===== src/logic/lockin_pkg.sv =====
// Constants and types shared by the lock-in setting command store
`default_nettype none
package lockin_pkg;

    // ---------------------------------------------------------------
    // Register byte offsets
    // ---------------------------------------------------------------
    localparam logic [7:0] OFS_KIND    = 8'h00;
    localparam logic [7:0] OFS_QUAL    = 8'h04;
    localparam logic [7:0] OFS_FREQ    = 8'h08;
    localparam logic [7:0] OFS_FTRIM   = 8'h0C;
    localparam logic [7:0] OFS_NOTCH   = 8'h10;
    localparam logic [7:0] OFS_FULL_SCALE_SENSITIVITY    = 8'h14;
    localparam logic [7:0] OFS_RESV    = 8'h18;
    localparam logic [7:0] OFS_TC      = 8'h1C;
    localparam logic [7:0] OFS_ROLL    = 8'h20;
    localparam logic [7:0] OFS_FUNC    = 8'h24;
    localparam logic [7:0] OFS_OUTPUT_OFFSET_ENABLE    = 8'h28;
    localparam logic [7:0] OFS_OUTPUT_OFFSET_AMOUNT    = 8'h2C;
    localparam logic [7:0] OFS_CLICK   = 8'h30;
    localparam logic [7:0] OFS_ALARM   = 8'h34;
    localparam logic [7:0] OFS_SAVE    = 8'h38;
    localparam logic [7:0] OFS_RECALL  = 8'h3C;
    localparam logic [7:0] OFS_CYC0    = 8'h40;
    localparam logic [7:0] OFS_TOKEN   = 8'h4C;
    localparam logic [7:0] OFS_CYC_STEP = 8'h04;

    // ---------------------------------------------------------------
    // Automatic cycles: gain, phase, offset
    // ---------------------------------------------------------------
    localparam int CYC_N     = 3;
    localparam int CH_OFFSET = 2;

    typedef enum logic [2:0] {
        CYC_IDLE     = 3'h0,
        CYC_RUN      = 3'h1,
        CYC_CYCLE_CANNOT_START = 3'h2,
        CYC_SUCCESS  = 3'h3,
        CYC_FAILED   = 3'h4
    } cycle_state_e;

    // ---------------------------------------------------------------
    // Limits (frequency in 0.01 Hz, offset in 0.01 percent)
    // ---------------------------------------------------------------
    localparam logic [31:0] KIND_MAX    = 32'h0000_0004;
    localparam logic [31:0] QUAL_MAX    = 32'h0000_0006;
    localparam logic [31:0] FULL_SCALE_SENSITIVITY_MAX    = 32'h0000_0014;
    localparam logic [31:0] RESV_MAX    = 32'h0000_0002;
    localparam logic [31:0] TC_MAX      = 32'h0000_000C;
    localparam logic [31:0] BIT_MAX     = 32'h0000_0001;
    localparam logic [31:0] BLOCK_MAX   = 32'h0000_0008;
    localparam logic [31:0] BLOCK_DEF   = 32'h0000_0009;
    localparam logic [31:0] FREQ_MIN    = 32'h0000_00C8;
    localparam logic [31:0] FREQ_MAX    = 32'h00A7_D8C0;
    localparam logic signed [31:0] TRIM_LIM = 32'sh0000_03E7;
    localparam logic signed [31:0] OUTPUT_OFFSET_AMOUNT_LIM = 32'sh0001_86A0;

    // ---------------------------------------------------------------
    // Setting word and reset values
    // ---------------------------------------------------------------
    typedef struct packed {
        logic [2:0]         kind;
        logic [2:0]         qual;
        logic [23:0]        freq;
        logic signed [10:0] ftrim;
        logic signed [10:0] notch;
        logic [4:0]         full_scale_sensitivity;
        logic [1:0]         resv;
        logic [3:0]         tc;
        logic               roll;
        logic               func;
        logic               output_offset_enable;
        logic signed [17:0] output_offset_amount;
        logic               click;
        logic               alarm;
    } settings_s;

    localparam int SET_W = $bits(settings_s);

    localparam settings_s SET_DEFAULT = '{
        kind:  3'h4,
        qual:  3'h0,
        freq:  24'h01_86A0,
        ftrim: 11'sh000,
        notch: 11'sh000,
        full_scale_sensitivity:  5'h14,
        resv:  2'h2,
        tc:    4'h5,
        roll:  1'b0,
        func:  1'b0,
        output_offset_enable:  1'b0,
        output_offset_amount:  18'sh0_0000,
        click: 1'b1,
        alarm: 1'b1
    };

endpackage
`default_nettype wire


===== src/logic/settings_block_mem.sv =====
// Storage for the nine saved setting blocks
`timescale 1ns/1ps
`default_nettype none
module settings_block_mem (
    input  wire logic                         clk_i,
    input  wire logic                         wr_en_i,
    input  wire logic                         rd_en_i,
    input  wire logic [3:0]                   addr_i,
    input  wire logic [lockin_pkg::SET_W-1:0] wr_data_i,
    output logic      [lockin_pkg::SET_W-1:0] rd_data_o
);
    import lockin_pkg::*;

    logic [SET_W-1:0] mem_r [0:8];

    always_ff @(posedge clk_i) begin
        if (wr_en_i && addr_i <= 4'h8) begin
            mem_r[addr_i] <= wr_data_i;
        end
        if (rd_en_i && addr_i <= 4'h8) begin
            rd_data_o <= mem_r[addr_i];
        end
    end

endmodule
`default_nettype wire


===== src/logic/setting_command_store.sv =====
// Remote setting store for input filter, gain, output and automatic cycles
// Operation
// Hold input filter kind code 0..4 and report it on read.
// Hold filter quality code 0..6, Q of 1 to 100.
// Centre frequency settable 2.0 to 110000.0 Hz, default 1000.00 Hz.
// Frequency trim signed -999..+999, default 0.
// Notch depth trim signed -999..+999, default 0, readable.
// Sensitivity codes 0..20, 100 nV to 500 mV in 1-2-5 steps.
// Dynamic reserve code: 0 high, 1 normal, 2 low noise.
// Time constant codes 0..12, minimum then 1 ms to 300 s.
// Rolloff code 0 for 6 dB, 1 for 12 dB per octave.
// Output function code 0 lock-in, 1 AC voltmeter.
// Output offset enable flag, 0 off, 1 on.
// Offset amount in percent full scale, -1000..+1000, default 0.
// Key click enable bit, reachable only over the remote port.
// Alarm sound enable bit, all other sounds, remote only.
// Save copies settings to block 0..8; read returns last saved.
// Recall loads block 0..8 or defaults for 9; read returns last.
// Gain cycle: 1 starts, 0 cancels one in progress.
// Cycle status reads 0 idle,1 running,2 cannot start,3 done,4 failed.
// Phase cycle: 1 starts, 0 cancels, same five states.
// Offset cycle: 1 starts, 0 cancels, same five states.
// Offset cycle runs regardless of enable and writes the nulling offset.
// Coded reads give the code; token format bit selects text outside.
// Reset loads flat, Q1, 500 mV, low noise, 100 ms, 6 dB, defaults.
// Out-of-range set values are rejected, setting left unchanged.
`timescale 1ns/1ps
`default_nettype none
module setting_command_store (
    input  wire logic                        clk_i,
    input  wire logic                        rst_i,
    input  wire logic [7:0]                  adr_i,
    input  wire logic [31:0]                 dat_i,
    output logic      [31:0]                 dat_o,
    input  wire logic                        we_i,
    input  wire logic [3:0]                  sel_i,
    input  wire logic                        cyc_i,
    input  wire logic                        stb_i,
    output logic                             ack_o,
    input  wire logic [lockin_pkg::CYC_N-1:0] cycle_ready_i,
    input  wire logic [lockin_pkg::CYC_N-1:0] cycle_done_i,
    input  wire logic [lockin_pkg::CYC_N-1:0] cycle_fail_i,
    input  wire logic signed [17:0]          offset_null_i,
    output logic      [lockin_pkg::CYC_N-1:0] cycle_run_o,
    output logic      [2:0]                  input_filter_kind_o,
    output logic      [2:0]                  input_filter_quality_o,
    output logic      [23:0]                 input_filter_centre_freq_o,
    output logic signed [10:0]               input_filter_freq_trim_o,
    output logic signed [10:0]               notch_depth_trim_o,
    output logic      [4:0]                  full_scale_sensitivity_o,
    output logic      [1:0]                  dynamic_reserve_select_o,
    output logic      [3:0]                  output_time_constant_o,
    output logic                             output_rolloff_o,
    output logic                             output_function_select_o,
    output logic                             output_offset_enable_o,
    output logic signed [17:0]               output_offset_amount_o,
    output logic                             key_click_sound_enable_o,
    output logic                             alarm_sound_enable_o,
    output logic                             token_reply_format_o
);
    import lockin_pkg::*;

    // ---------------------------------------------------------------
    // State
    // ---------------------------------------------------------------
    typedef struct packed {
        settings_s             set;
        logic [3:0]            saved;
        logic [3:0]            recalled;
        logic                  token;
        logic [CYC_N-1:0][2:0] cst;
        logic [CYC_N-1:0]      run;
        logic                  ack;
        logic [31:0]           dat;
        logic                  rec_pend;
    } state_s;

    localparam state_s STATE_RESET = '{
        set:      SET_DEFAULT,
        saved:    4'h0,
        recalled: 4'h9,
        token:    1'b0,
        cst:      '0,
        run:      '0,
        ack:      1'b0,
        dat:      32'h0000_0000,
        rec_pend: 1'b0
    };

    state_s           q_r;
    state_s           q_nxt;
    logic             mem_we;
    logic             mem_re;
    logic [3:0]       mem_addr;
    logic [SET_W-1:0] mem_rd;
    logic             wr_go;
    logic signed [31:0] wd_s;

    settings_block_mem u_mem (
        .clk_i     (clk_i),
        .wr_en_i   (mem_we),
        .rd_en_i   (mem_re),
        .addr_i    (mem_addr),
        .wr_data_i (q_r.set),
        .rd_data_o (mem_rd)
    );

    // ---------------------------------------------------------------
    // Read multiplexer
    // ---------------------------------------------------------------
    function automatic logic [31:0] read_word(input logic [7:0] a);
        logic [31:0] r;
        r = 32'h0000_0000;
        if (a == OFS_KIND) begin
            r = {29'h0, q_r.set.kind};
        end else if (a == OFS_QUAL) begin
            r = {29'h0, q_r.set.qual};
        end else if (a == OFS_FREQ) begin
            r = {8'h00, q_r.set.freq};
        end else if (a == OFS_FTRIM) begin
            r = {{21{q_r.set.ftrim[10]}}, q_r.set.ftrim};
        end else if (a == OFS_NOTCH) begin
            r = {{21{q_r.set.notch[10]}}, q_r.set.notch};
        end else if (a == OFS_FULL_SCALE_SENSITIVITY) begin
            r = {27'h0, q_r.set.full_scale_sensitivity};
        end else if (a == OFS_RESV) begin
            r = {30'h0, q_r.set.resv};
        end else if (a == OFS_TC) begin
            r = {28'h0, q_r.set.tc};
        end else if (a == OFS_ROLL) begin
            r = {31'h0, q_r.set.roll};
        end else if (a == OFS_FUNC) begin
            r = {31'h0, q_r.set.func};
        end else if (a == OFS_OUTPUT_OFFSET_ENABLE) begin
            r = {31'h0, q_r.set.output_offset_enable};
        end else if (a == OFS_OUTPUT_OFFSET_AMOUNT) begin
            r = {{14{q_r.set.output_offset_amount[17]}}, q_r.set.output_offset_amount};
        end else if (a == OFS_CLICK) begin
            r = {31'h0, q_r.set.click};
        end else if (a == OFS_ALARM) begin
            r = {31'h0, q_r.set.alarm};
        end else if (a == OFS_SAVE) begin
            r = {28'h0, q_r.saved};
        end else if (a == OFS_RECALL) begin
            r = {28'h0, q_r.recalled};
        end else if (a == OFS_CYC0) begin
            r = {29'h0, q_r.cst[0]};
        end else if (a == OFS_CYC0 + OFS_CYC_STEP) begin
            r = {29'h0, q_r.cst[1]};
        end else if (a == OFS_CYC0 + OFS_CYC_STEP + OFS_CYC_STEP) begin
            r = {29'h0, q_r.cst[2]};
        end else if (a == OFS_TOKEN) begin
            r = {31'h0, q_r.token};
        end
        return r;
    endfunction

    // ---------------------------------------------------------------
    // Next state
    // ---------------------------------------------------------------
    assign wd_s  = $signed(dat_i);
    assign wr_go = cyc_i && stb_i && we_i && q_r.ack && (sel_i == 4'hF);

    always_comb begin
        q_nxt    = q_r;
        mem_we   = 1'b0;
        mem_re   = 1'b0;
        mem_addr = dat_i[3:0];
        q_nxt.ack      = cyc_i && stb_i && !q_r.ack;
        q_nxt.dat      = 32'h0000_0000;
        q_nxt.rec_pend = 1'b0;
        if (q_nxt.ack && !we_i) begin
            q_nxt.dat = read_word(adr_i);
        end
        // Writes land on the edge where the master sees ack
        if (wr_go) begin
            if (adr_i == OFS_KIND) begin
                if (dat_i <= KIND_MAX) q_nxt.set.kind = dat_i[2:0];
            end else if (adr_i == OFS_QUAL) begin
                if (dat_i <= QUAL_MAX) q_nxt.set.qual = dat_i[2:0];
            end else if (adr_i == OFS_FREQ) begin
                if (dat_i >= FREQ_MIN && dat_i <= FREQ_MAX) begin
                    q_nxt.set.freq = dat_i[23:0];
                end
            end else if (adr_i == OFS_FTRIM) begin
                if (wd_s >= -TRIM_LIM && wd_s <= TRIM_LIM) begin
                    q_nxt.set.ftrim = wd_s[10:0];
                end
            end else if (adr_i == OFS_NOTCH) begin
                if (wd_s >= -TRIM_LIM && wd_s <= TRIM_LIM) begin
                    q_nxt.set.notch = wd_s[10:0];
                end
            end else if (adr_i == OFS_FULL_SCALE_SENSITIVITY) begin
                if (dat_i <= FULL_SCALE_SENSITIVITY_MAX) q_nxt.set.full_scale_sensitivity = dat_i[4:0];
            end else if (adr_i == OFS_RESV) begin
                if (dat_i <= RESV_MAX) q_nxt.set.resv = dat_i[1:0];
            end else if (adr_i == OFS_TC) begin
                if (dat_i <= TC_MAX) q_nxt.set.tc = dat_i[3:0];
            end else if (adr_i == OFS_ROLL) begin
                if (dat_i <= BIT_MAX) q_nxt.set.roll = dat_i[0];
            end else if (adr_i == OFS_FUNC) begin
                if (dat_i <= BIT_MAX) q_nxt.set.func = dat_i[0];
            end else if (adr_i == OFS_OUTPUT_OFFSET_ENABLE) begin
                if (dat_i <= BIT_MAX) q_nxt.set.output_offset_enable = dat_i[0];
            end else if (adr_i == OFS_OUTPUT_OFFSET_AMOUNT) begin
                if (wd_s >= -OUTPUT_OFFSET_AMOUNT_LIM && wd_s <= OUTPUT_OFFSET_AMOUNT_LIM) begin
                    q_nxt.set.output_offset_amount = wd_s[17:0];
                end
            end else if (adr_i == OFS_CLICK) begin
                if (dat_i <= BIT_MAX) q_nxt.set.click = dat_i[0];
            end else if (adr_i == OFS_ALARM) begin
                if (dat_i <= BIT_MAX) q_nxt.set.alarm = dat_i[0];
            end else if (adr_i == OFS_SAVE) begin
                if (dat_i <= BLOCK_MAX) begin
                    mem_we      = 1'b1;
                    q_nxt.saved = dat_i[3:0];
                end
            end else if (adr_i == OFS_RECALL) begin
                if (dat_i == BLOCK_DEF) begin
                    q_nxt.set      = SET_DEFAULT;
                    q_nxt.recalled = dat_i[3:0];
                end else if (dat_i <= BLOCK_MAX) begin
                    mem_re         = 1'b1;
                    q_nxt.rec_pend = 1'b1;
                    q_nxt.recalled = dat_i[3:0];
                end
            end else if (adr_i == OFS_TOKEN) begin
                if (dat_i <= BIT_MAX) q_nxt.token = dat_i[0];
            end
        end
        if (q_r.rec_pend) begin
            q_nxt.set = mem_rd;
        end
        // Automatic cycles; hardware completion overrides a same-cycle cancel
        for (int ch = 0; ch < CYC_N; ch++) begin
            if (wr_go && adr_i == OFS_CYC0 + 8'(ch) * OFS_CYC_STEP) begin
                if (dat_i == 32'h0000_0001) begin
                    if (q_r.run[ch]) begin
                        q_nxt.cst[ch] = CYC_RUN;
                    end else if (cycle_ready_i[ch]) begin
                        q_nxt.cst[ch] = CYC_RUN;
                        q_nxt.run[ch] = 1'b1;
                    end else begin
                        q_nxt.cst[ch] = CYC_CYCLE_CANNOT_START;
                    end
                end else if (dat_i == 32'h0000_0000 && q_r.run[ch]) begin
                    q_nxt.cst[ch] = CYC_IDLE;
                    q_nxt.run[ch] = 1'b0;
                end
            end
            if (q_r.run[ch] && cycle_done_i[ch]) begin
                q_nxt.cst[ch] = CYC_SUCCESS;
                q_nxt.run[ch] = 1'b0;
                if (ch == CH_OFFSET) begin
                    if (32'(offset_null_i) >= -OUTPUT_OFFSET_AMOUNT_LIM && 32'(offset_null_i) <= OUTPUT_OFFSET_AMOUNT_LIM) begin
                        q_nxt.set.output_offset_amount = offset_null_i;
                    end else begin
                        q_nxt.cst[ch] = CYC_FAILED;
                    end
                end
            end else if (q_r.run[ch] && cycle_fail_i[ch]) begin
                q_nxt.cst[ch] = CYC_FAILED;
                q_nxt.run[ch] = 1'b0;
            end
        end
        if (rst_i) begin
            q_nxt = STATE_RESET;
        end
    end

    always_ff @(posedge clk_i) begin
        q_r <= q_nxt;
    end

    // ---------------------------------------------------------------
    // Outputs
    // ---------------------------------------------------------------
    assign ack_o                      = q_r.ack;
    assign dat_o                      = q_r.dat;
    assign cycle_run_o                = q_r.run;
    assign input_filter_kind_o        = q_r.set.kind;
    assign input_filter_quality_o     = q_r.set.qual;
    assign input_filter_centre_freq_o = q_r.set.freq;
    assign input_filter_freq_trim_o   = q_r.set.ftrim;
    assign notch_depth_trim_o         = q_r.set.notch;
    assign full_scale_sensitivity_o   = q_r.set.full_scale_sensitivity;
    assign dynamic_reserve_select_o   = q_r.set.resv;
    assign output_time_constant_o     = q_r.set.tc;
    assign output_rolloff_o           = q_r.set.roll;
    assign output_function_select_o   = q_r.set.func;
    assign output_offset_enable_o     = q_r.set.output_offset_enable;
    assign output_offset_amount_o     = q_r.set.output_offset_amount;
    assign key_click_sound_enable_o   = q_r.set.click;
    assign alarm_sound_enable_o       = q_r.set.alarm;
    assign token_reply_format_o       = q_r.token;
endmodule
`default_nettype wire


===== config.mk =====
export PLATFORM = sky130hd
export DESIGN_NAME = setting_command_store
export DESIGN_NICKNAME = d
export VERILOG_FILES = /design/src/logic/lockin_pkg.sv /design/src/logic/settings_block_mem.sv /design/src/logic/setting_command_store.sv
export SDC_FILE = /design/constraint.sdc
export NUM_CORES = 1
export LEC_CHECK = 0
export BUFFER_PORTS_ARGS = -buffer_cell sky130_fd_sc_hd__buf_2
export CAP_MARGIN = 20
export CORE_UTILIZATION = 55
export DETAILED_ROUTE_END_ITERATION = 12
export PLACE_DENSITY = 0.75
export SLEW_MARGIN = 5
export SYNTH_ARGS = -nofsm -noshare
export SYNTH_HDL_FRONTEND = slang
export SYNTH_SLANG_ARGS = --single-unit

===== constraint.sdc =====
create_clock -name clk_i -period 7.67 [get_ports clk_i]
set_clock_uncertainty 0.2 [all_clocks]
set_input_delay 0.3835 -clock clk_i [delete_from_list [all_inputs] [get_ports clk_i]]
set_output_delay 0.3835 -clock clk_i [all_outputs]
set_load 0.1 [all_outputs]

==> results.toml, run 1 <==
[routing]
drc = 0
ant_nets = 0
routed_wl_mm = 107.0
routed-via-count = 24370
wl_per_cell_um = 29.09
via_per_inst = 6.625
drtPass1Iterations = 6
drtIter0Drc = 3451

[worst_hold_path]
worstHoldEndpoint = "q_r[45]"
hold_path.startpoint = "cycle_done_i[2]"
hold_class = "primary input to flip-flop"
holdPathStages = 5

[clock_tree]
ctsResizeCount = 0
clk_latency_ns = 0.66
tritoncts = "built"
clkSinkCount = 994
numCtsBuffers = 96
clk_pin_slew_ns = 0.06
clock-root-buffer = "clkbuf_16"
clock_path_buffers = 3
post-cts-setup-buffers = 0
cts_max_level = 3

[critical_path]
reg2reg_from = "ack_o"
critPathMaxStageDelay_ns = 0.84
cp-start-kind = "primary input"
critPathCaptureType = "flip-flop"
rrSetupSlack_ns = 2.89
r2r_end = "u_mem.mem_r[6][25]"
crit_path_frequent_cell = "nand4_1"
worstPathMaxFanout = 59
cp_slowest_cell = "nor2_4"
cp_cell_sequence = "dlygate4sd3_1, buf_2, nor4_2, buf_4, nand4_1, nor3_2, nand4_1, or3_1, nor2_4, buf_12"
worst_r2r_path_depth = 7
critical_path_required_ns = 7.75
critPathKind = "primary input to flip-flop"
arrival_ns = 4.93

[placement]
place_inst = 3443
dpl_cell_area_um2 = 41620
io_buffers = 198
dp_hpwl_mm = 63.82
place.gp.congestion = 0.9382

[global_route]
grt_pass1_vias = 23730
grt_antenna_before_repair = 2
overflow = 0
grt_pass1_wl_mm = 156.3
gr-usage-all-layers_pct = 28.60
grt_max_degree = 109

[pwr]
p_switching_w = 0.002224
cell_internal_pwr_w = 0.008836
power_leakage_nw = 16.29
p_clk_share_pct = 45.0
ir_drop_uv = 182.9
comb_power_share_pct = 2.6
seq_power_share_pct = 52.3
power_density_nw_per_um2 = 242.9
swShare_pct = 20.11

[synthesis]
synth_cell_types = 82
synth-main-ff-cell = "edfxtp_1"
synth_edf_count = 860
synth_area_per_cell_um2 = 16.10
ys_warn_count = 0
synth_seq_area_share_pct = 70.50
syn_inst = 2511
syn_area_um2 = 40440
synth_seq_cells = 994
synth.net_count = 2587
async_flop_share_pct = 0

[timing]
worstMarginPinSlew_ns = 1.086
hold_violations = 0
rsz0062_at_grt = "false"
fin_hold_ws_ns = 0.04233
maxSlewHeadroom_pct = 27.63
slew_violations = 0
setup_tns_ns = 0
finalCritPeriodShare_pct = 63.24
setup_violations = 0
max_freq_ghz = 0.2061
fin_crit_ns = 4.851

[floorplanning]
core_um2 = 72830
die_y_um = 273.2
io_pins = 199
start_util_pct = 55.52
row_count = 99
die_w_um = 273.2
die_area_um2 = 74610

[cells_and_area]
area_delta_synth_final_pct = 12.59
fin_area_um2 = 45530
post-route-util_pct = 62.51
drive_above_1_share_pct = 22.99
finalNetCount = 2711
final_cell_count_no_fill = 3679

[status]
status = "completed"

[run]
max_cap_violations = 0
-- power by group through the flow --
stage / registers [W] / logic (W) / clock network [W]
6_report: 0.00579 / 0.000293 / 0.00498
5_1_grt: 0.00578 / 0.000306 / 0.00523
4_1_cts: 0.00579 / 0.000287 / 0.00503
3_5_place_dp: 0.00590 / 0.000271 / 0
3_3_place_gp: 0.00590 / 0.000267 / 0
2_1_floorplan: 0.00590 / 0.000176 / 0
-- critical path: cells and delay by family --
kind / cells / cell delay [ns]
buffers and inverters: 4 / 1.42
AND/OR/NAND/NOR: 6 / 3.06
-- cell usage after synthesis, types with 7 or more instances --
library cell / instances / area [um2]
edfxtp_1: 860 / 25820
buf_4: 121 / 908.4
nor4_1: 13 / 81.33
mux2i_1: 106 / 1061
a32oi_1: 18 / 157.7
o21ai_0: 130 / 650.6
nor2_1: 128 / 480.5
dfxtp_1: 134 / 2683
a211oi_2: 10 / 125.1
buf_1: 17 / 63.81
a21oi_1: 116 / 580.6
a31oi_1: 13 / 81.33
a21o_1: 7 / 52.55
o211ai_1: 7 / 52.55
a22oi_1: 31 / 232.7
a311oi_1: 20 / 175.2
a222oi_1: 7 / 70.07
nand4_1: 17 / 106.4
a211oi_1: 44 / 330.3
mux4_2: 172 / 3874
nor3_1: 43 / 215.2
inv_1: 22 / 82.58
nand3_1: 20 / 100.1
buf_2: 36 / 180.2
clkbuf_1: 92 / 345.3
nand2_1: 188 / 705.7
-- logic make-up (layout without fill, tap and decap cells) --
kind of cell / count (synthesis) / in the layout / synth area share [%]
compound gates: 468 / 468 / 7.639
buf+inv: 292 / 499 / 3.982
flops: 994 / 994 / 70.50
mux: 279 / 279 / 12.23
other cells: 0 / 2 / 0
simple gates: 478 / 478 / 5.653
-- layout make-up --
| cell class | instances | area (um2) |
|---|---|---|
| clock buffers | 127 | 2643 |
| repair buffers | 294 | 1957 |
| clock inverters | 54 | 714.4 |
| diodes | 2 | 5.005 |
| inverters | 24 | 90.09 |
| multi-input cells | 1225 | 10410 |
| flip-flops and latches | 994 | 28510 |
| fillers | 5060 | 27300 |
| well taps | 959 | 1200 |
-- registers in the layout, indices dropped and copies added (netlist names) --
register and flops:
ack_o 1, alarm_sound_enable_o 1, cycle_run_o 3, dat_o 25
dynamic_reserve_select_o 2, full_scale_sensitivity_o 5, input_filter_centre_freq_o 24, input_filter_freq_trim_o 11
input_filter_kind_o 3, input_filter_quality_o 3, key_click_sound_enable_o 1, notch_depth_trim_o 11
output_function_select_o 1, output_offset_amount_o 18, output_offset_enable_o 1, output_rolloff_o 1
output_time_constant_o 4, q_r 18, token_reply_format_o 1, u_mem.mem_r 774
u_mem.rd_data_o 86
-- timing repair --
action | 4_1_cts | 5_1_grt
hold endpoints to repair | 39 | 0
hold buffers | 51 | 0
setup endpoints to repair | 0 | 0
-- metal layers --
metal  GRT usage (%)  up-vias  routed length, um
li1                -    10080                  -
met1           41.20    12470              42480
met2           43.43     1643              49420
met3           7.091      178              12670
met4           8.439        0               2449
met5               0        -                  0
-- through the flow --
step / total power [W] / worst slack (ns)
2_1_floorplan: 0.006081 / 0.4923
3_3_place_gp: 0.006170 / 2.329
3_5_place_dp: 0.006174 / 2.213
4_1_cts: 0.01110 / 2.349
5_1_grt: 0.01132 / 2.722
6_report: 0.01106 / 2.819
-- worst max path at each step --
stage,from,to,slack [ns],cells past startpoint
after floorplan,ack_o,u_mem.mem_r[6][0],0.49,6
after global placement,dat_i[23],u_mem.mem_r[3][28],2.33,9
after detailed placement,dat_i[23],u_mem.mem_r[6][28],2.21,8
after CTS,dat_i[23],u_mem.mem_r[6][25],2.35,9
after global routing,dat_i[23],u_mem.mem_r[6][28],2.72,10
final,dat_i[23],u_mem.mem_r[6][25],2.82,10
-- placed cells by master, fill, tap and decap left out, types with 6 or more instances in the layout --
cell type,n
nand3_1,20
nor4_1,13
o211ai_1,7
nor2_4,8
clkbuf_16,99
clkinv_2,17
dfxtp_1,133
bufinv_16,15
a31o_2,6
or3_1,6
nand2_1,188
clkbuf_8,7
o21ai_0,130
nor2_1,120
nand4_1,17
nor3_1,41
edfxtp_1,860
buf_2,194
a21oi_1,116
a21o_1,7
a222oi_1,7
inv_1,22
a32oi_1,18
a311oi_1,20
clkbuf_1,22
clkinv_1,11
and3_1,6
mux4_2,172
a22oi_1,31
dlygate4sd3_1,51
a211oi_2,10
nor2b_1,6
buf_4,38
clkinvlp_4,6
mux2i_1,106
a211oi_1,44
a31oi_1,13
nand2b_1,6
Note: power is estimated with default switching activity, not from simulation.
==> run 2, diff against run 1 <==
- PLACE_DENSITY: 0.75 -> 0.72
- clock period: 7.67 -> 4.8 ns (I/O delays scaled with it)
==> results.toml, run 2 (same netlist as run 1, synthesis figures left out) <==
[floorplanning]
die_w_um = 273.2
die_area_um2 = 74610
row_count = 99
start_util_pct = 55.52
core_um2 = 72830
io_pins = 199
die_y_um = 273.2

[timing]
rsz0062_at_grt = "false"
hold_violations = 0
finalWorstSetupSlack_ns = 1.040
maxSlewHeadroom_pct = 32.39
max_freq_ghz = 0.2659
finalCritPeriodShare_pct = 78.34
fin_crit_ns = 3.760
setup_violations = 0
worstMarginPinSlew_ns = 1.005
slew_violations = 0

[placement]
dp_slack_ns = 1.127
io_buffers = 198
place.gp.congestion = 0.9896
dp_hpwl_mm = 63.52

[cells_and_area]
final_cell_mix = "edfxtp_1 (860), buf_2 (193), nand2_1 (188), mux4_2 (172), dfxtp_1 (132)"
multi_input_area_um2 = 10410
final_common_cell = "edfxtp_1"
regMostFlops = "u_mem.mem_r"
area_delta_synth_final_pct = 13.79
seq_area_um2 = 28510
drive_above_1_share_pct = 23.14
largest_reg_flops = 774
fillers = 5081
finalNetCount = 2742

[clock_tree]
tritoncts = "built"
clock-root-buffer = "clkbuf_16"
numCtsBuffers = 97
clkSinkCount = 994
ctsResizeCount = 0
cts_max_level = 3
clock_path_buffers = 3
clk_latency_ns = 0.67
clk_pin_slew_ns = 0.06

[global_route]
grt_max_degree = 88
grt_pass1_vias = 23440
overflow = 0
gr-usage-all-layers_pct = 28.18
grt_antenna_before_repair = 11
grt_pass1_wl_mm = 153.7

[critical_path]
critical_path_required_ns = 5.20
arrival_ns = 4.16
critPathKind = "primary input to flip-flop"
worstPathMaxFanout = 17
cp-start-kind = "primary input"
critPathCaptureType = "flip-flop"

[pwr]
power_w = 0.01774
power_density_nw_per_um2 = 385.4
power_leakage_nw = 16.49
ir_drop_uv = 288.4

[worst_hold_path]
hold_class = "primary input to flip-flop"

[routing]
highest_layer = "met5"
route.met3.wl_mm = 11.47
routed_wl_mm = 105.2
routed-via-count = 24130
m1WireLength_mm = 41.37
ant_nets = 0
routed-wl-met2_mm = 49.55
drc = 0
via_per_inst = 6.503
wl_per_cell_um = 28.35
drtIter0Drc = 3356
drtPass1Iterations = 7

[run]
max_cap_violations = 0

[status]
status = "completed"
## run 2: cell types whose count changed in the layout (fill, tap and decap cells not counted), sizes merged
cell         previous run  this run
buf                   242       253
bufinv                 15        18
clkbuf                128       120
clkinv                 33        35
clkinvlp                6         7
diode                   2         3
dlygate4sd3            51        70
inv                    24        26
## run 2: worst max-delay path, stage by stage
cell,delay (ns)
dlygate4sd3_1,0.57
buf_2,0.18
and4_1,0.27
nor4bb_1,0.52
o21ai_0,0.27
nor2_1,0.35
a31o_1,0.66
nand2_1,0.13
a311oi_1,0.34
dlygate4sd3_1,0.61
## run 2: layout make-up
cell class	count	share of cell area (%)
flip-flops and latches	994	61.97
repair buffers	324	5.278
inverters	24	0.1958
clock inverters	62	1.773
diodes	3	0.01631
well taps	959	2.608
multi-input cells	1225	22.62
clock buffers	119	5.541
## run 2: timing repair
| action | CTS | global route |
|---|---|---|
| hold endpoints to repair | 105 | 0 |
| hold buffers | 70 | 0 |
| buffers inserted | 0 | 0 |
## run 2: layer usage
layer	vias up	GRT usage, %
met5	-	0
met4	6	9.233
met2	1585	43.91
li1	10150	-
met3	193	5.685
met1	12190	40.12
## run 2: worst paths after layout
kind | startpoint | endpoint | cells past startpoint | slack (ns)
worst max register to register | cycle_run_o[2] | output_offset_amount_o[8] | 9 | 1.35
worst min-delay path | adr_i[0] | q_r[44] | 6 | 0.08
worst min register to register | q_r[47] | q_r[47] | 2 | 0.29
worst max-delay path | dat_i[21] | output_offset_amount_o[8] | 10 | 1.04
## run 2: through the flow
| step | TNS (ns) | instance area, um2 | utilization, % | instances | hold slack [ns] |
|---|---|---|---|---|---|
| after floorplan | -95.76 | 40500 | - | 2511 | 0.1438 |
| after global placement | 0 | 41920 | 57.55 | 3455 | 0.2196 |
| after detailed placement | 0 | 41920 | 57.55 | 3455 | 0.2248 |
| after CTS | 0 | 45980 | 63.13 | 3706 | 0.04800 |
| after global routing | 0 | 46020 | 63.18 | 3710 | 0.08610 |
| final | 0 | 46020 | 63.18 | 3710 | 0.07643 |
## run 2: report_power, final
group	internal (W)	leakage, nW	switching (W)
Clock	0.00476	1.63	0.00325
Sequential	0.00925	10.3	0.000000424
Combinational	0.000179	4.59	0.000303
Total	0.0142	16.5	0.00355
